**src/hw/adc_seq_pkg.sv**
```systemverilog
`default_nettype none

package adc_seq_pkg;

  // ----------------------------------------------------------------
  // converter geometry
  // ----------------------------------------------------------------
  localparam int unsigned NUM_CH     = 8;
  localparam int unsigned CH_PER_CNV = 4;
  localparam int unsigned RES_W      = 12;
  localparam int unsigned WORD_W     = 16;
  localparam int unsigned HALF_W     = 16;
  localparam int unsigned ENTRY_W    = 2 * HALF_W + 1;

  // ----------------------------------------------------------------
  // timing: clock rates in Hz, divider minimum, counts in converter clock cycles (FIRST_HALF_CLKS in half cycles)
  // ----------------------------------------------------------------
  localparam int unsigned CLK_HZ          = 100_000_000;
  localparam int unsigned CONV_MAX_HZ     = 5_330_000;
  localparam int unsigned FIRST_HALF_CLKS = 17;
  localparam int unsigned NEXT_CONV_CLKS  = 6;
  localparam int unsigned WAKE_CONV_CLKS  = 1;
  localparam logic [7:0]  DIV_MIN         = 8'h02;

  // ----------------------------------------------------------------
  // register map
  // ----------------------------------------------------------------
  localparam int unsigned ADDR_W         = 8;
  localparam logic [7:0]  OFS_CTRL       = 8'h00;
  localparam logic [7:0]  OFS_CHCFG      = 8'h04;
  localparam logic [7:0]  OFS_OFFSET     = 8'h08;
  localparam logic [7:0]  OFS_LIMIT      = 8'h0C;
  localparam logic [7:0]  OFS_IRQCFG     = 8'h10;
  localparam logic [7:0]  OFS_STATUS     = 8'h14;
  localparam logic [7:0]  OFS_RESULT     = 8'h20;
  localparam logic [7:0]  OFS_RESULT_END = 8'h5C;

  localparam int unsigned CTRL_EN      = 0;
  localparam int unsigned CTRL_MODE    = 1;
  localparam int unsigned CTRL_LOOP    = 3;
  localparam int unsigned CTRL_START   = 4;
  localparam int unsigned CTRL_SIGNED  = 5;
  localparam int unsigned CTRL_CORR    = 6;
  localparam int unsigned CTRL_PSAVE   = 7;
  localparam int unsigned CTRL_FREEZE  = 8;
  localparam int unsigned CTRL_DIV     = 16;
  localparam int unsigned CHCFG_ACTIVE = 0;
  localparam int unsigned CHCFG_DIFF   = 8;
  localparam int unsigned CHCFG_SINGLE = 16;
  localparam int unsigned STAT_DONE    = 3;

  localparam logic [7:0]  DIV_RST    = 8'h07;
  localparam logic [7:0]  ACTIVE_RST = 8'hFF;
  localparam logic [11:0] MID_SCALE  = 12'h800;
  localparam logic [1:0]  RESP_OKAY  = 2'h0;
  localparam logic [1:0]  RESP_SLVERR = 2'h2;

  typedef enum logic [1:0] {
    MODE_SINGLE = 2'h0,
    MODE_SEQ    = 2'h1,
    MODE_SIMUL  = 2'h2
  } scan_mode_t;

  typedef enum logic [1:0] {
    ST_IDLE  = 2'h0,
    ST_PWRUP = 2'h1,
    ST_CONV  = 2'h3
  } seq_state_t;

endpackage

`default_nettype wire

```
**src/hw/dual_adc_scan_sequencer.sv**
```systemverilog
`timescale 1ns/1ps
`default_nettype none

module sample_fifo
  #(
    parameter int unsigned WIDTH = 33,
    parameter int unsigned DEPTH = 4
  )
  (
    input  wire logic             aclk,
    input  wire logic             aresetn,
    input  wire logic [WIDTH-1:0] in_data,
    input  wire logic             in_valid,
    output logic                  in_ready,
    output logic [WIDTH-1:0]      out_data,
    output logic                  out_valid,
    input  wire logic             out_ready
  );

  localparam int unsigned AW = $clog2(DEPTH);

  typedef struct packed {
    logic [DEPTH-1:0][WIDTH-1:0] mem;
    logic [AW-1:0]               wptr;
    logic [AW-1:0]               rptr;
    logic [AW:0]                 count;
  } fifo_regs_t;

  fifo_regs_t r_ff;
  fifo_regs_t nxt_r;
  logic       push;
  logic       pop;

  if (DEPTH < 2 || (DEPTH & (DEPTH - 1)) != 0)
  begin : g_bad_depth
    $error("fifo depth must be a power of two of at least 2");
  end

  assign in_ready  = (r_ff.count != (AW+1)'(DEPTH));
  assign out_valid = (r_ff.count != '0);
  assign out_data  = r_ff.mem[r_ff.rptr];
  assign push      = in_valid && in_ready;
  assign pop       = out_valid && out_ready;

  always_comb
  begin
    nxt_r = r_ff;
    if (push)
    begin
      nxt_r.mem[r_ff.wptr] = in_data;
      nxt_r.wptr           = r_ff.wptr + 1'b1;
    end
    if (pop)
      nxt_r.rptr = r_ff.rptr + 1'b1;
    case ({push, pop})
      2'b10:   nxt_r.count = r_ff.count + 1'b1;
      2'b01:   nxt_r.count = r_ff.count - 1'b1;
      default: nxt_r.count = r_ff.count;
    endcase
  end

  always_ff @(posedge aclk)
  begin
    if (!aresetn)
      r_ff <= '0;
    else
      r_ff <= nxt_r;
  end

endmodule

module dual_adc_scan_sequencer
  import adc_seq_pkg::*;
  #(
    parameter int unsigned FIFO_DEPTH = 4
  )
  (
    input  wire logic              aclk,
    input  wire logic              aresetn,
    input  wire logic [ADDR_W-1:0] awaddr,
    input  wire logic              awvalid,
    output logic                   awready,
    input  wire logic [31:0]       wdata,
    input  wire logic [3:0]        wstrb,
    input  wire logic              wvalid,
    output logic                   wready,
    output logic [1:0]             bresp,
    output logic                   bvalid,
    input  wire logic              bready,
    input  wire logic [ADDR_W-1:0] araddr,
    input  wire logic              arvalid,
    output logic                   arready,
    output logic [31:0]            rdata,
    output logic [1:0]             rresp,
    output logic                   rvalid,
    input  wire logic              rready,
    output logic                   conv_clk,
    output logic                   conv_sample_a,
    output logic                   conv_sample_b,
    output logic [1:0]             conv_sel_a,
    output logic [1:0]             conv_sel_b,
    output logic                   conv_diff_a,
    output logic                   conv_diff_b,
    output logic                   conv_pwr_a,
    output logic                   conv_pwr_b,
    input  wire logic [RES_W-1:0]  conv_data_a,
    input  wire logic [RES_W-1:0]  conv_data_b,
    output logic                   irq
  );

  if (FIFO_DEPTH < 2 || NUM_CH != 2 * CH_PER_CNV)
  begin : g_bad_cfg
    $error("unsupported fifo depth or channel count");
  end

  // ----------------------------------------------------------------
  // state
  // ----------------------------------------------------------------
  typedef struct packed {
    logic                          awready;
    logic                          wready;
    logic                          aw_got;
    logic                          w_got;
    logic [ADDR_W-1:0]             awaddr;
    logic [31:0]                   wdata;
    logic [3:0]                    wstrb;
    logic                          bvalid;
    logic [1:0]                    bresp;
    logic                          arready;
    logic                          rvalid;
    logic [1:0]                    rresp;
    logic [31:0]                   rdata;
    logic                          en;
    scan_mode_t                    mode;
    logic                          loop;
    logic                          sgn;
    logic                          corr;
    logic                          psave;
    logic                          freeze;
    logic [7:0]                    div;
    logic [NUM_CH-1:0]             active;
    logic [NUM_CH-1:0]             diff;
    logic [2:0]                    single_ch;
    logic [RES_W-1:0]              offset;
    logic [WORD_W-1:0]             lim_lo;
    logic [WORD_W-1:0]             lim_hi;
    logic [2:0]                    irq_en;
    logic [2:0]                    stat;
    logic                          done;
    logic [2:0]                    pend;
    logic                          irq;
    logic [7:0]                    divcnt;
    logic                          conv_clk;
    seq_state_t                    st;
    logic [2:0]                    idx;
    logic [15:0]                   tmr;
    logic                          sample_a;
    logic                          sample_b;
    logic [1:0]                    sel;
    logic                          diff_a;
    logic                          diff_b;
    logic                          pwr_a;
    logic                          pwr_b;
    logic                          push;
    logic [ENTRY_W-1:0]            entry;
    logic [NUM_CH-1:0]             seen;
    logic [NUM_CH-1:0][WORD_W-1:0] res;
  } regs_t;

  regs_t              r_ff;
  regs_t              nxt_r;
  logic [7:0]         eff_div;
  logic [15:0]        first_cyc;
  logic [15:0]        next_cyc;
  logic [31:0]        wmask;
  logic [31:0]        wmerged;
  logic [32:0]        rview;
  logic               start_req;
  logic [2:0]         stat_clr;
  logic               done_clr;
  logic [3:0]         pk;
  logic               do_launch;
  logic               launch_long;
  logic [2:0]         launch_idx;
  logic [2:0]         pend_new;
  logic               fifo_in_ready;
  logic               fifo_out_valid;
  logic [ENTRY_W-1:0] fifo_out_data;
  logic [1:0]         h_v;
  logic [1:0][2:0]    h_ch;
  logic [1:0][15:0]   h_word;
  logic [1:0][2:0]    h_flag;

  // ----------------------------------------------------------------
  // helpers
  // ----------------------------------------------------------------
  // lowest scan position at or after from; bit 3 says one was found
  function automatic logic [3:0] pick(input logic [7:0] act,
                                      input scan_mode_t md,
                                      input logic [3:0] from);
    logic [3:0] p;
    p = 4'h0;
    for (int i = 7; i >= 0; i--)
    begin
      if (4'(i) >= from && ((md == MODE_SIMUL) ?
          (i < 4 && (act[i] || act[(i + 4) % 8])) : act[i]))
        p = {1'b1, 3'(i)};
    end
    return p;
  endfunction

  // register read view; bit 32 flags a mapped address
  function automatic logic [32:0] reg_view(input regs_t s,
                                           input logic [7:0] a);
    logic [32:0] v;
    logic [7:0]  wa;
    logic [3:0]  slot;
    wa   = {a[7:2], 2'b00};
    slot = 4'((wa - OFS_RESULT) >> 2);
    v    = {1'b1, 32'h0};
    case (wa)
      OFS_CTRL:   v[31:0] = {8'h00, s.div, 7'h00, s.freeze, s.psave,
                             s.corr, s.sgn, 1'b0, s.loop, s.mode, s.en};
      OFS_CHCFG:  v[31:0] = {13'h0000, s.single_ch, s.diff, s.active};
      OFS_OFFSET: v[31:0] = {20'h00000, s.offset};
      OFS_LIMIT:  v[31:0] = {s.lim_hi, s.lim_lo};
      OFS_IRQCFG: v[31:0] = {29'h00000000, s.irq_en};
      OFS_STATUS: v[31:0] = {26'h0000000, s.irq, s.st != ST_IDLE,
                             s.done, s.stat};
      default:
        if (wa >= OFS_RESULT && wa <= OFS_RESULT_END)
          v[31:0] = slot[3] ? 32'h0 : {16'h0000, s.res[slot[2:0]]};
        else
          v = 33'h0;
    endcase
    return v;
  endfunction

  // ----------------------------------------------------------------
  // result shaping per half of a fifo entry
  // ----------------------------------------------------------------
  for (genvar h = 0; h < 2; h++)
  begin : g_half
    logic [RES_W-1:0] d;
    logic [RES_W-1:0] c;
    logic             sc;
    assign h_v[h]  = fifo_out_data[h*HALF_W + 15];
    assign h_ch[h] = fifo_out_data[h*HALF_W + 12 +: 3];
    assign d       = fifo_out_data[h*HALF_W +: RES_W];
    assign c = !r_ff.corr ? d :
               (d < r_ff.offset) ? '0 : d - r_ff.offset;
    assign sc = r_ff.sgn || r_ff.diff[h_ch[h]];
    assign h_word[h] = {(sc ? c ^ MID_SCALE : c), 4'h0};
    assign h_flag[h][0] = sc ? $signed(h_word[h]) > $signed(r_ff.lim_hi)
                             : h_word[h] > r_ff.lim_hi;
    assign h_flag[h][1] = sc ? $signed(h_word[h]) < $signed(r_ff.lim_lo)
                             : h_word[h] < r_ff.lim_lo;
    assign h_flag[h][2] = sc && r_ff.seen[h_ch[h]] &&
                          (h_word[h][15] != r_ff.res[h_ch[h]][15]);
  end

  sample_fifo
    #(
      .WIDTH (ENTRY_W),
      .DEPTH (FIFO_DEPTH)
    )
    u_fifo
    (
      .aclk      (aclk),
      .aresetn   (aresetn),
      .in_data   (r_ff.entry),
      .in_valid  (r_ff.push),
      .in_ready  (fifo_in_ready),
      .out_data  (fifo_out_data),
      .out_valid (fifo_out_valid),
      .out_ready (!r_ff.freeze)
    );

  // ----------------------------------------------------------------
  // next state
  // ----------------------------------------------------------------
  always_comb
  begin
    nxt_r        = r_ff;
    start_req    = 1'b0;
    stat_clr     = 3'h0;
    done_clr     = 1'b0;
    wmask        = 32'h0;
    wmerged      = 32'h0;
    rview        = 33'h0;
    pk           = 4'h0;
    do_launch    = 1'b0;
    launch_long  = 1'b0;
    launch_idx   = 3'h0;
    pend_new     = r_ff.pend;
    nxt_r.sample_a = 1'b0;
    nxt_r.sample_b = 1'b0;

    // converter clock from the system clock
    eff_div   = (r_ff.div < DIV_MIN) ? DIV_MIN : r_ff.div;
    nxt_r.divcnt = (r_ff.divcnt >= eff_div - 8'h01) ? 8'h00
                                                   : r_ff.divcnt + 8'h01;
    nxt_r.conv_clk = nxt_r.divcnt < (eff_div >> 1);
    first_cyc = 16'((32'(eff_div) * FIRST_HALF_CLKS + 32'd1) >> 1);
    next_cyc  = 16'(32'(eff_div) * NEXT_CONV_CLKS);

    // register writes
    if (awvalid && r_ff.awready)
    begin
      nxt_r.aw_got = 1'b1;
      nxt_r.awaddr = awaddr;
    end
    if (wvalid && r_ff.wready)
    begin
      nxt_r.w_got = 1'b1;
      nxt_r.wdata = wdata;
      nxt_r.wstrb = wstrb;
    end
    if (r_ff.bvalid && bready)
      nxt_r.bvalid = 1'b0;
    if (r_ff.aw_got && r_ff.w_got && !r_ff.bvalid)
    begin
      nxt_r.aw_got = 1'b0;
      nxt_r.w_got  = 1'b0;
      nxt_r.bvalid = 1'b1;
      nxt_r.bresp  = RESP_OKAY;
      for (int b = 0; b < 4; b++)
        wmask[b*8 +: 8] = {8{r_ff.wstrb[b]}};
      rview   = reg_view(r_ff, r_ff.awaddr);
      wmerged = (rview[31:0] & ~wmask) | (r_ff.wdata & wmask);
      case ({r_ff.awaddr[7:2], 2'b00})
        OFS_CTRL:
        begin
          nxt_r.en     = wmerged[CTRL_EN];
          nxt_r.mode   = scan_mode_t'(wmerged[CTRL_MODE +: 2]);
          nxt_r.loop   = wmerged[CTRL_LOOP];
          start_req    = wmerged[CTRL_START];
          nxt_r.sgn    = wmerged[CTRL_SIGNED];
          nxt_r.corr   = wmerged[CTRL_CORR];
          nxt_r.psave  = wmerged[CTRL_PSAVE];
          nxt_r.freeze = wmerged[CTRL_FREEZE];
          nxt_r.div    = wmerged[CTRL_DIV +: 8];
        end
        OFS_CHCFG:
        begin
          nxt_r.active    = wmerged[CHCFG_ACTIVE +: NUM_CH];
          nxt_r.diff      = wmerged[CHCFG_DIFF +: NUM_CH];
          nxt_r.single_ch = wmerged[CHCFG_SINGLE +: 3];
        end
        OFS_OFFSET: nxt_r.offset = wmerged[RES_W-1:0];
        OFS_LIMIT:
        begin
          nxt_r.lim_lo = wmerged[15:0];
          nxt_r.lim_hi = wmerged[31:16];
        end
        OFS_IRQCFG: nxt_r.irq_en = wmerged[2:0];
        OFS_STATUS:
        begin
          stat_clr = r_ff.wdata[2:0] & wmask[2:0];
          done_clr = r_ff.wdata[STAT_DONE] & wmask[STAT_DONE];
        end
        default:
          if (!rview[32])
            nxt_r.bresp = RESP_SLVERR;
      endcase
    end
    nxt_r.awready = !nxt_r.aw_got && !nxt_r.bvalid;
    nxt_r.wready  = !nxt_r.w_got && !nxt_r.bvalid;

    // register reads
    if (r_ff.rvalid && rready)
      nxt_r.rvalid = 1'b0;
    if (arvalid && r_ff.arready)
    begin
      rview        = reg_view(r_ff, araddr);
      nxt_r.rdata  = rview[31:0];
      nxt_r.rresp  = rview[32] ? RESP_OKAY : RESP_SLVERR;
      nxt_r.rvalid = 1'b1;
    end
    nxt_r.arready = !nxt_r.rvalid;

    // scan sequencer
    if (r_ff.push && fifo_in_ready)
      nxt_r.push = 1'b0;
    case (r_ff.st)
      ST_IDLE:
        if (r_ff.en && (start_req || r_ff.loop))
        begin
          pk = (r_ff.mode == MODE_SINGLE) ? {1'b1, r_ff.single_ch}
                                          : pick(r_ff.active, r_ff.mode, 4'h0);
          if (pk[3] && r_ff.psave)
          begin
            nxt_r.st  = ST_PWRUP;
            nxt_r.idx = pk[2:0];
            nxt_r.tmr = 16'(32'(eff_div) * WAKE_CONV_CLKS);
          end
          else if (pk[3])
          begin
            do_launch   = 1'b1;
            launch_long = 1'b1;
            launch_idx  = pk[2:0];
          end
        end
      ST_PWRUP:
        if (r_ff.tmr > 16'h0001)
          nxt_r.tmr = r_ff.tmr - 16'h0001;
        else
        begin
          do_launch   = 1'b1;
          launch_long = 1'b1;
          launch_idx  = r_ff.idx;
        end
      ST_CONV:
        if (r_ff.tmr > 16'h0001)
          nxt_r.tmr = r_ff.tmr - 16'h0001;
        else if (!r_ff.push || fifo_in_ready)
        begin
          pk = (r_ff.mode == MODE_SINGLE) ? 4'h0 :
               pick(r_ff.active, r_ff.mode, {1'b0, r_ff.idx} + 4'h1);
          if (!pk[3] && r_ff.en && r_ff.loop && r_ff.mode != MODE_SINGLE)
            pk = pick(r_ff.active, r_ff.mode, 4'h0);
          nxt_r.push  = 1'b1;
          nxt_r.entry = {!pk[3] || pk[2:0] <= r_ff.idx,
                         (r_ff.mode == MODE_SIMUL) ?
                           r_ff.active[{1'b1, r_ff.idx[1:0]}] : r_ff.idx[2],
                         1'b1, r_ff.idx[1:0], conv_data_b,
                         (r_ff.mode == MODE_SIMUL) ?
                           r_ff.active[{1'b0, r_ff.idx[1:0]}] : !r_ff.idx[2],
                         1'b0, r_ff.idx[1:0], conv_data_a};
          if (pk[3])
          begin
            do_launch  = 1'b1;
            launch_idx = pk[2:0];
          end
          else
            nxt_r.st = ST_IDLE;
        end
      default: nxt_r.st = ST_IDLE;
    endcase
    if (do_launch)
    begin
      nxt_r.st       = ST_CONV;
      nxt_r.idx      = launch_idx;
      nxt_r.tmr      = launch_long ? first_cyc : next_cyc;
      nxt_r.sel      = launch_idx[1:0];
      nxt_r.diff_a   = r_ff.diff[{1'b0, launch_idx[1:0]}];
      nxt_r.diff_b   = r_ff.diff[{1'b1, launch_idx[1:0]}];
      nxt_r.sample_a = (r_ff.mode == MODE_SIMUL) || !launch_idx[2];
      nxt_r.sample_b = (r_ff.mode == MODE_SIMUL) || launch_idx[2];
    end
    if (!r_ff.en)
      nxt_r.st = ST_IDLE;

    // result store and end-of-scan events
    if (fifo_out_valid && !r_ff.freeze)
    begin
      for (int h = 0; h < 2; h++)
        if (h_v[h])
        begin
          nxt_r.res[h_ch[h]]  = h_word[h];
          nxt_r.seen[h_ch[h]] = 1'b1;
          pend_new = pend_new | h_flag[h];
        end
      nxt_r.pend = fifo_out_data[ENTRY_W-1] ? 3'h0 : pend_new;
    end
    nxt_r.stat = (r_ff.stat & ~stat_clr) |
                 ((fifo_out_valid && !r_ff.freeze &&
                   fifo_out_data[ENTRY_W-1]) ? pend_new : 3'h0);
    nxt_r.done = (r_ff.done && !done_clr) ||
                 (fifo_out_valid && !r_ff.freeze && fifo_out_data[ENTRY_W-1]);
    nxt_r.irq  = |(nxt_r.stat & nxt_r.irq_en);

    // converters powered only while in use under power saving
    nxt_r.pwr_a = nxt_r.en && (!nxt_r.psave || (nxt_r.st != ST_IDLE &&
                  ((nxt_r.mode == MODE_SINGLE) ? !nxt_r.single_ch[2]
                                               : |nxt_r.active[3:0])));
    nxt_r.pwr_b = nxt_r.en && (!nxt_r.psave || (nxt_r.st != ST_IDLE &&
                  ((nxt_r.mode == MODE_SINGLE) ? nxt_r.single_ch[2]
                                               : |nxt_r.active[7:4])));
    // both converters sample together in simultaneous mode
    if (nxt_r.mode == MODE_SIMUL)
    begin
      nxt_r.pwr_a = nxt_r.pwr_a || nxt_r.pwr_b;
      nxt_r.pwr_b = nxt_r.pwr_a;
    end
  end

  always_ff @(posedge aclk)
  begin
    if (!aresetn)
    begin
      r_ff        <= '0;
      r_ff.div    <= DIV_RST;
      r_ff.active <= ACTIVE_RST;
    end
    else
      r_ff <= nxt_r;
  end

  // ----------------------------------------------------------------
  // outputs
  // ----------------------------------------------------------------
  assign awready       = r_ff.awready;
  assign wready        = r_ff.wready;
  assign bresp         = r_ff.bresp;
  assign bvalid        = r_ff.bvalid;
  assign arready       = r_ff.arready;
  assign rdata         = r_ff.rdata;
  assign rresp         = r_ff.rresp;
  assign rvalid        = r_ff.rvalid;
  assign conv_clk      = r_ff.conv_clk;
  assign conv_sample_a = r_ff.sample_a;
  assign conv_sample_b = r_ff.sample_b;
  assign conv_sel_a    = r_ff.sel;
  assign conv_sel_b    = r_ff.sel;
  assign conv_diff_a   = r_ff.diff_a;
  assign conv_diff_b   = r_ff.diff_b;
  assign conv_pwr_a    = r_ff.pwr_a;
  assign conv_pwr_b    = r_ff.pwr_b;
  assign irq           = r_ff.irq;

endmodule

`default_nettype wire

```
**config.mk**
```make
export PLATFORM = sky130hd
export DESIGN_NAME = dual_adc_scan_sequencer
export DESIGN_NICKNAME = d
export VERILOG_FILES = /design/src/hw/adc_seq_pkg.sv /design/src/hw/dual_adc_scan_sequencer.sv
export SDC_FILE = /design/constraint.sdc
export NUM_CORES = 1
export LEC_CHECK = 0
export BUFFER_PORTS_ARGS = -buffer_cell sky130_fd_sc_hd__buf_2
export CAP_MARGIN = 5
export CORE_ASPECT_RATIO = 0.6
export CORE_MARGIN = 2
export CORE_UTILIZATION = 35
export CTS_BUF_LIST = sky130_fd_sc_hd__clkbuf_4
export DETAILED_ROUTE_END_ITERATION = 10
export GPL_ROUTABILITY_DRIVEN = 0
export GPL_TIMING_DRIVEN = 0
export HOLD_SLACK_MARGIN = 0.06
export PLACE_DENSITY = 0.49
export SLEW_MARGIN = 20
export SYNTH_ARGS = -nofsm -noshare
export SYNTH_HDL_FRONTEND = slang
export SYNTH_SLANG_ARGS = --single-unit
```
**constraint.sdc**
```tcl
create_clock -name aclk -period 9.65 [get_ports aclk]
set_input_delay 0.965 -clock aclk [delete_from_list [all_inputs] [get_ports aclk]]
set_output_delay 0.965 -clock aclk [all_outputs]
set_load 0.01 [all_outputs]
```
== Yosys cells after proc, flatten, opt, wreduce, memory -nomap -nowiden ==
Cells that the tools add are included.
Operators by class
  add/subtract/negate cells: 13
  multiply operators: 2
  divide/modulo/power cells: 0
  $lt $le $gt $ge: 40
  equality and inequality tests: 22
  shifts and indexed selects: 0
  mux-type cells: 169
  bitwise operators: 17
  reductions and logical operators: 96
Operators with widths (count)
  136-bit 2-to-1 mux: 3
  32-bit case mux with 6 select lines: 2
  128-bit bitwise mux: 2
  16-bit binary-select mux with 3-bit select: 4
  16-bit 2-to-1 mux: 12
  132-bit bitwise mux: 1
  4-bit 2-to-1 mux: 27
  34-bit 2-to-1 mux: 3
  16-bit demux with 3-bit select: 2
  12-bit 2-to-1 mux: 7
  82-bit 2-to-1 mux: 1
  33-bit binary-select mux with 2-bit select: 1
  33-bit demux with 2-bit select: 1
  33-bit 2-to-1 mux: 2
  32-bit AND: 2
  16-bit > comparator: 4
  16-bit < comparator: 4
  32-bit 2-to-1 mux: 2
  3-bit 2-to-1 mux: 18
  1-bit 2-to-1 mux: 48
  21-bit 2-to-1 mux: 2
  1-bit logical AND: 39
  35-bit 2-to-1 mux: 1
  32-bit NOT: 1
  other kinds (70): 170
Storage, ports and cells
  flip-flop bits (word level): 523
  bits in latches: 0
  memory bits (writable): 0
  ROM bits: 0
  input bits: 83
  output and inout port bits: 53
  word-level logic and storage cells: 422
  memories kept: 0

== Logic depth before layout (Yosys ltp) ==
Gate-level depths: netlist (run 1).
  word-level depth: 37
  depth in mapped cells: 26
  gate-level depth less buffers: 23

== By module ==
From an unflattened synthesis (run 1), not the netlist that was laid out.
Unflattened totals
  cell total of the unflattened synthesis: 3461
  area, all modules: 29807.3 um2
By module, submodules not included
  dual_adc_scan_sequencer: times used 1, cells each 2908, area an instance 23630.2 um2, sequential area each 7567.3 um2
  sample_fifo: times used 1, cells each 553, area an instance 6177.2 um2, sequential area each 2782.7 um2

== Worst setup path before layout (run 1) ==
Ideal clock, no wire load.
  path kind: reg2reg
  start: register u_fifo.r_ff[3] in the netlist's numbering
  end: register r_ff, in the netlist irq
  setup time: 0.133 ns
  arrival time: 5.373 ns
  data required time: 9.517 ns
  path slack: 4.145 ns
  stages on the path, launching flop included: 27
  path buffers: 3
  period minus slack after synthesis: 5.505 ns
  path through: dfxtp_1 -> buf_6 -> buf_2 -> buf_2 -> mux4_2 -> inv_1 -> ha_1 -> inv_1 -> fa_1 -> a211oi_1 -> o211ai_1 -> a311oi_1 -> nor2_1 -> o31ai_1 -> nor2_1 -> a21oi_1 -> inv_1 -> ha_1 -> a21o_1 -> a21o_1 -> a21o_1 -> a21oi_1 -> xor2_1 -> o2111ai_1 -> a31oi_1 -> nand2_1 -> o221ai_1
On the way
  longest elaborated chain between the ends: 19
  elaborated cells on any way between the ends: 57
  classes of those cells: 2 x add/sub; 10 x order compare; 2 x eq/ne; 29 x mux; 6 x bitwise; 8 x reduce/logical
Ends and longest elaborated chain
  start, declared: line dual_adc_scan_sequencer.sv:29  | fifo_regs_t r_ff;
  start signal, assigned: line dual_adc_scan_sequencer.sv:67  | r_ff <= nxt_r;
  33-bit binary-select mux with 2-bit select *: line dual_adc_scan_sequencer.sv:41  | assign out_data = r_ff.mem[r_ff.rptr];
  33-bit 2-to-1 mux (not written as such) *: line dual_adc_scan_sequencer.sv:41
  12-bit subtractor or 12-bit < comparator (tied branches): line dual_adc_scan_sequencer.sv:251  | (d < r_ff.offset) ? '0 : d - r_ff.offset;
  12-bit 2-to-1 mux: line dual_adc_scan_sequencer.sv:251
  12-bit 2-to-1 mux: line dual_adc_scan_sequencer.sv:250  | assign c = !r_ff.corr ? d :
  1-bit NOT (no line)
  12-bit 2-to-1 mux: line dual_adc_scan_sequencer.sv:253  | assign h_word[h] = {(sc ? c ^ MID_SCALE : c), 4'h0};
  16-bit > comparator, or another cell as far along: line dual_adc_scan_sequencer.sv:255  | : h_word[h] > r_ff.lim_hi;
  [... 3 more ...]
  3-bit 2-to-1 mux: line dual_adc_scan_sequencer.sv:455  | if (fifo_out_valid && !r_ff.freeze)
  3-bit OR: line dual_adc_scan_sequencer.sv:462  | pend_new = pend_new | h_flag[h];
  3-bit 2-to-1 mux: line dual_adc_scan_sequencer.sv:458  | if (h_v[h])
  3-bit 2-to-1 mux: line dual_adc_scan_sequencer.sv:455
  3-bit 2-to-1 mux *: line dual_adc_scan_sequencer.sv:468  | fifo_out_data[ENTRY_W-1]) ? pend_new : 3'h0);
  3-bit OR *: line dual_adc_scan_sequencer.sv:466  | nxt_r.stat = (r_ff.stat & ~stat_clr) |
  3-bit AND *: line dual_adc_scan_sequencer.sv:471  | nxt_r.irq = |(nxt_r.stat & nxt_r.irq_en);
  3-bit OR reduction *: line dual_adc_scan_sequencer.sv:471
  end signal, assigned: line dual_adc_scan_sequencer.sv:497  | r_ff <= nxt_r;
  end, declared: line dual_adc_scan_sequencer.sv:170  | regs_t r_ff;
Mark *: on every way between the ends. The rest lies on a longest branch, timed or not. The select of a mux whose other input is x is not followed.
A chain may end at the register's enable or synchronous reset.

== Worst setup path after layout (run 1) ==
  start: register u_fifo.r_ff[4] in the netlist's numbering
  end: register r_ff, in the netlist irq
Same word-level chain as after synthesis.

==> results.yml, run 1 <==
run_status:
  status: "complete, no violations"
clock_network:
  cts_buffers: 130
  cts.sinks: 489
  clk_pin_slew_ns: 0.07
  cts_resized: 0
  hold_buffers: 0
  ctsHtreeMaxLevel: 4
  cts_tree: "yes"
  cts_max_path_buffers: 3
  insertion_delay_ns: 1.02
  clockRootBuffer: "clkbuf_4"
  cts_setup_buffers: 0
power_and_ir_drop:
  power_frac_seq_pct: 44.9
  pwr_density_cell_nw_per_um2: 150
  power_frac_comb_pct: 12.7
  switching_power_mw: 1.39
  ir_drop_v: 0.0000897
  p_int_mw: 3.18
  static-leakage-power_nw: 11.2
  swShare_pct: 30.4
  pwr-share-clk_pct: 42.3
  finalPower_mw: 4.58
critical_path:
  worst_r2r_path_depth: 26
  end_kind: "flip-flop"
  r2r_slack_ns: 1.31
  critical_path_class: "reg -> reg"
  critPathMaxFanout: 10
  regToRegStartpoint: "u_fifo.r_ff[4]"
  cp-startpoint: "u_fifo.r_ff[4]"
  worstPathRequired_ns: 10.52
  r2r_end: "irq"
  cp-start-kind: "flip-flop"
  cp.arrival_ns: 9.21
yosys:
  ys_warn_count: 0
  async_reset_ff_share_pct: 0
  synth_edf_count: 0
  ys_ff_latch: 489
  synthCells: 3246
  synth_top_area_share_pct: 36.3
  synth.top_cells.by_count: "581 x nand2_1, 489 x dfxtp_1, 412 x a21oi_1, 261 x nor2_1, 175 x clkbuf_1"
  synthFlopType: "dfxtp_1"
  synth_area_um2: 26900
  yosysSeqAreaShare_pct: 36.3
  avgSynthCellArea_um2: 8.30
  ys_top_cells_by_area: "dfxtp_1 36%, nand2_1 8.1%, a21oi_1 7.7%"
  yosysTopAreaCell: "dfxtp_1"
  synth.most_common_cell: "nand2_1"
  ys_types: 96
sta:
  worstMarginPinSlew_ns: 1.39
  tns_ns: 0
  fin_crit_ns: 8.34
  rsz0062_at_grt: "no"
  relSlewSlack_pct: 5.16
  period_share_pct: 86.5
  hold_viol: 0
  fmax_mhz: 120
  setup_viol: 0
  skew_ns: 0.0810
  final_max_slew_viol_count: 0
  fin_ws_ns: 1.31
floorplanning:
  rows: 78
  start_util_pct: 35.5
  die_w_um: 362
  die_h_um: 219
  core_region_area_um2: 75900
  io_pins: 136
  die_area_um2: 79300
worst_hold_path:
  hold_path_class: "in -> reg"
  min-delay-start: "conv_data_b[11]"
  holdPathStages: 3
  worstHoldEndpoint: "r_ff[163]"
drt:
  dr.pass1.iters: 9
  wl_per_cell_um: 25.6
  viasPerCell: 5.74
  postRouteAntennaNets: 0
  drt_iter0_drc: 3219
  drc: 0
  vias: 26300
  drt_wl_total_mm: 117
placed_design:
  port_buffers: 124
  hpwl_mm: 90.0
  post-place-ws_ns: 1.55
finish:
  area_delta_synth_final_pct: 13.1
  nets: 3718
  layout-drive-gt1-share_pct: 15.5
global_routing:
  grt_pass1_vias: 23900
  gr-total-overflow: 0
  antenna_found_initial: 4
  grt_max_degree: 17
  track_usage_pct: 29.1
  grt_pass1_wl_mm: 168
run:
  maxCapViolCount: 0
[power by group through the flow]
stage	clock network (mW)	registers, mW	logic, mW
CTS	1.98	2.06	0.565
global route	2.09	2.06	0.612
global placement	0	2.10	0.564
detailed placement	0	2.10	0.563
finish	1.94	2.06	0.582
floorplan	0	2.10	0.346
[area by class of cell]
type	instances	area, um^2
clock buffers	182	1370
plain buffers	258	1210
fillers	7956	45400
flip-flops and latches	489	9790
well taps	1000	1250
inverters	103	387
multi-input cells	2397	15600
diodes	4	10.0
repair buffers	126	636
clock inverters	30	248
[cell usage in the layout (no fill, tap or decap), types with 99 or more instances in the layout]
cell | Yosys | layout
inv_1 | 99 | 99
buf_2 | 24 | 148
nand2_1 | 581 | 581
o21ai_0 | 120 | 120
clkbuf_1 | 175 | 172
a21oi_1 | 412 | 411
clkbuf_4 | 0 | 182
nor2_1 | 261 | 261
ha_1 | 126 | 126
dfxtp_1 | 489 | 489
[worst max-delay path by stage]
| stage | end | slack, ns | depth (start not counted) |
|---|---|---|---|
| 2_1_floorplan | irq | 4.14 | 26 |
| 3_3_place_gp | irq | 1.55 | 26 |
| 3_5_place_dp | irq | 1.55 | 26 |
| 4_1_cts | irq | 1.50 | 25 |
| 5_1_grt | irq | 1.03 | 26 |
| 6_report | irq | 1.31 | 26 |
[critical path: stages (launching register included)]
cell and delay [ns]:
dfxtp_1 0.31, clkbuf_1 0.37, buf_1 0.68, buf_1 0.77
mux4_2 0.50, inv_1 0.09, ha_1 0.19, inv_1 0.07
fa_1 0.43, a211oi_1 0.35, o211ai_1 0.20, a311oi_1 0.30
nor2_1 0.12, o31ai_1 0.57, nor2_1 0.11, a21oi_1 0.93
inv_1 0.28, ha_1 0.38, a21o_1 0.16, a21oi_1 0.17
o31ai_1 0.08, a21oi_1 0.23, xor2_1 0.10, o2111ai_1 0.41
a31oi_1 0.21, nand2_1 0.12, o221ai_1 0.10
[flip-flops by register name, indices dropped and copies added (netlist names), 2 cells and up]
name / flops
r_ff: 313
u_fifo.r_ff: 127
conv_sel_a: 2
rdata: 32
[metrics by stage]
| step | util [%] | hold slack, ns | instances | instance area, um^2 |
|---|---|---|---|---|
| after CTS | 40.1 | 0.140 | 4584 | 30500 |
| after detailed placement | 38.0 | 0.446 | 4372 | 28800 |
| after global placement | 38.0 | 0.443 | 4371 | 28800 |
| after global routing | 40.1 | 0.164 | 4586 | 30500 |
| final | 40.1 | 0.225 | 4589 | 30500 |
| after floorplan | - | 0.431 | 3247 | 27000 |
[logic make-up after synthesis]
logic type	share of synthesized area, %
AO/OA/AOI/OAI	20.7
XOR/XNOR	1.92
adder cells (fa/ha/maj)	6.15
buffers and inverters	5.90
flip-flops	36.3
multiplexers	10.5
other	0.0139
AND/OR/NAND/NOR	18.5
[routing by layer]
metal	GRT usage [%]	wire length [um]	vias up	share of wire, %
met4	6.85	2060	6	1.8
met1	44.1	55600	12600	47
li1	-	-	12100	-
met3	13.0	17000	142	14
met2	36.2	42600	1436	36
met5	0	38	-	0.032
Power figures use the tool's default switching activity.
==> run 2: changes to the inputs <==
--- a/config.mk
+++ b/config.mk
@@ -7,6 +7,8 @@
 export LEC_CHECK = 0
 export BUFFER_PORTS_ARGS = -buffer_cell sky130_fd_sc_hd__buf_2
 export CAP_MARGIN = 5
+export CELL_PAD_IN_SITES_DETAIL_PLACEMENT = 1
+export CELL_PAD_IN_SITES_GLOBAL_PLACEMENT = 1
 export CORE_ASPECT_RATIO = 0.6
 export CORE_MARGIN = 2
 export CORE_UTILIZATION = 35
@@ -15,7 +17,7 @@
 export GPL_ROUTABILITY_DRIVEN = 0
 export GPL_TIMING_DRIVEN = 0
 export HOLD_SLACK_MARGIN = 0.06
-export PLACE_DENSITY = 0.49
+export PLACE_DENSITY = 0.62
 export SLEW_MARGIN = 20
 export SYNTH_ARGS = -nofsm -noshare
 export SYNTH_HDL_FRONTEND = slang
==> results.yml, run 2 (synthesized netlist as in run 1, its figures left out) <==
floorplanning:
  die_area_um2: 79300
  rows: 78
  die_h_um: 219
  io_pins: 136
  start_util_pct: 35.5
  die_w_um: 362
  core_region_area_um2: 75900
power_and_ir_drop:
  pwr-share-clk_pct: 42.6
  power_frac_seq_pct: 44.4
  finalPower_mw: 4.64
  static-leakage-power_nw: 11.4
  power_frac_comb_pct: 12.9
  ir_drop_v: 0.000122
  pwr_density_cell_nw_per_um2: 150
  switching_power_mw: 1.43
  p_int_mw: 3.21
  swShare_pct: 30.9
global_routing:
  grt_max_degree: 17
  gr-total-overflow: 0
  grt_pass1_vias: 27500
  track_usage_pct: 31.6
  antenna_found_initial: 7
  grt_pass1_wl_mm: 184
clock_network:
  clk_pin_slew_ns: 0.07
  ctsHtreeMaxLevel: 4
  cts_setup_buffers: 0
  cts_buffers: 133
  clockRootBuffer: "clkbuf_4"
  cts_max_path_buffers: 3
  cts_tree: "yes"
  cts.sinks: 489
  insertion_delay_ns: 1.14
drt:
  wl_per_cell_um: 27.3
  postRouteAntennaNets: 0
  wl_met2_mm: 49.0
  top_layer: "met5"
  viasPerCell: 6.00
  drt_iter0_drc: 3227
  route.met3.wl_mm: 14.6
  drt_wl_total_mm: 127
  drc: 0
  dr.pass1.iters: 6
  vias: 27900
  routedLengthMet1_mm: 59.0
sta:
  final_max_slew_viol_count: 0
  rsz0062_at_grt: "no"
  period_share_pct: 92.2
  hold_viol: 0
  relSlewSlack_pct: 12.8
  fmax_mhz: 112
  skew_ns: 0.0776
  worstMarginPinSlew_ns: 1.31
  setup_viol: 0
  tns_ns: 0
  fin_crit_ns: 8.90
run:
  maxCapViolCount: 0
critical_path:
  cp-start-kind: "flip-flop"
  path_buf_inv: 6
  critical_path_class: "reg -> reg"
  critPathTopFamily: "compound AO/OA/AOI/OAI gates"
  cpMaxStageDelayCell: "a22oi_1"
  r2r_end: "irq"
  critPathMaxFanout: 10
  cp.arrival_ns: 9.86
  worst_r2r_path_depth: 25
  regToRegStartpoint: "u_fifo.r_ff[4]"
  end_kind: "flip-flop"
  r2r_slack_ns: 0.75
  slowest_delay_ns: 1.04
  worstPathRequired_ns: 10.61
finish:
  top_register: "r_ff"
  fin_area_um2: 31000
  register_area_um2: 9790
  fillCellCount: 9197
  layout-drive-gt1-share_pct: 15.7
  utilization_pct: 40.8
  layout_commonest_cell: "nand2_1"
  largest_register_ffs: 313
  final_cells: 4646
  layout_common_cells: "581 x nand2_1, 489 x dfxtp_1, 410 x a21oi_1, 261 x nor2_1, 197 x clkbuf_4"
  multi_input_area_um2: 15600
  nets: 3763
  area_delta_synth_final_pct: 14.9
worst_hold_path:
  hold_path_class: "in -> reg"
  holdPathStages: 3
  min-delay-start: "wdata[5]"
  worstHoldEndpoint: "r_ff[346]"
placed_design:
  port_buffers: 124
  hpwl_mm: 97.8
  dp_cells: 4373
  placed_area_um2: 28900
run_status:
  status: "complete, no violations"
run 2: cell count changes in the layout (fill, tap and decap cells not counted), sizes merged:
cell / before / now
buf: 205 / 207
bufinv: 4 / 2
clkbuf: 361 / 375
clkinv: 23 / 19
clkinvlp: 5 / 3
diode: 4 / 10
dlygate4sd3: 0 / 41
inv: 101 / 103
run 2: final cells by class:
type / count / area share (%)
Antenna cell: 10 / 0.0808
Buffer: 258 / 3.91
Clock buffer: 197 / 4.78
Clock inverter: 24 / 0.550
Inverter: 103 / 1.25
Multi-Input combinational cell: 2397 / 50.3
Sequential cell: 489 / 31.6
Tap cell: 1000 / 4.04
Timing Repair Buffer: 168 / 3.43
run 2: worst register-to-register path, cell delays in order, from the launching register on:
cell       delay [ns]
dfxtp_1          0.31
clkbuf_1         0.38
buf_1            0.66
buf_1            0.68
mux4_2           0.50
inv_1            0.09
ha_1             0.17
inv_1            0.06
fa_1             0.44
a211oi_1         0.39
o211ai_1         0.21
a311oi_1         0.29
nor2_1           0.11
o31a_1           0.37
a22oi_1          1.04
inv_1            0.42
ha_1             0.42
a21o_1           0.16
a21o_1           0.17
a21o_1           0.22
a21oi_1          0.22
xor2_1           0.20
o2111ai_1        0.25
a31oi_1          0.65
nand2_1          0.17
o221ai_1         0.17
run 2: repair_timing:
action / 4_1_cts / 5_1_grt
endpoints found under the hold margin: 41 / 0
hold buffers: 41 / 0
resized for setup: 0 / 0
run 2: how the worst max path moves through the flow:
stage,startpoint,endpoint,slack [ns],cells past startpoint
floorplan,u_fifo.r_ff[3],irq,4.14,26
global placement,u_fifo.r_ff[4],irq,1.38,26
detailed placement,u_fifo.r_ff[4],irq,1.17,25
CTS,u_fifo.r_ff[4],irq,1.13,25
global route,u_fifo.r_ff[4],irq,0.73,25
finish,u_fifo.r_ff[4],irq,0.75,25
run 2: metal layers:
layer  GRT usage (%)  up-vias
met3            9.60      236
met1            46.3    13900
li1                -    12200
met2            42.5     1495
met5               0        -
met4            12.7        2
run 2: power groups by stage:
stage	clock (mW)	sequential (mW)	combinational, mW
2_1_floorplan	0	2.10	0.346
3_3_place_gp	0	2.10	0.555
3_5_place_dp	0	2.11	0.569
4_1_cts	2.00	2.06	0.585
5_1_grt	2.10	2.06	0.635
6_report	1.98	2.06	0.599
run 2: per-stage QoR:
stage                     hold slack (ns)  worst slack [ns]
after floorplan                     0.431              4.14
after global placement              0.438              1.38
after detailed placement            0.446              1.17
after CTS                          0.0624              1.13
after global routing               0.0922             0.733
final                               0.128             0.751
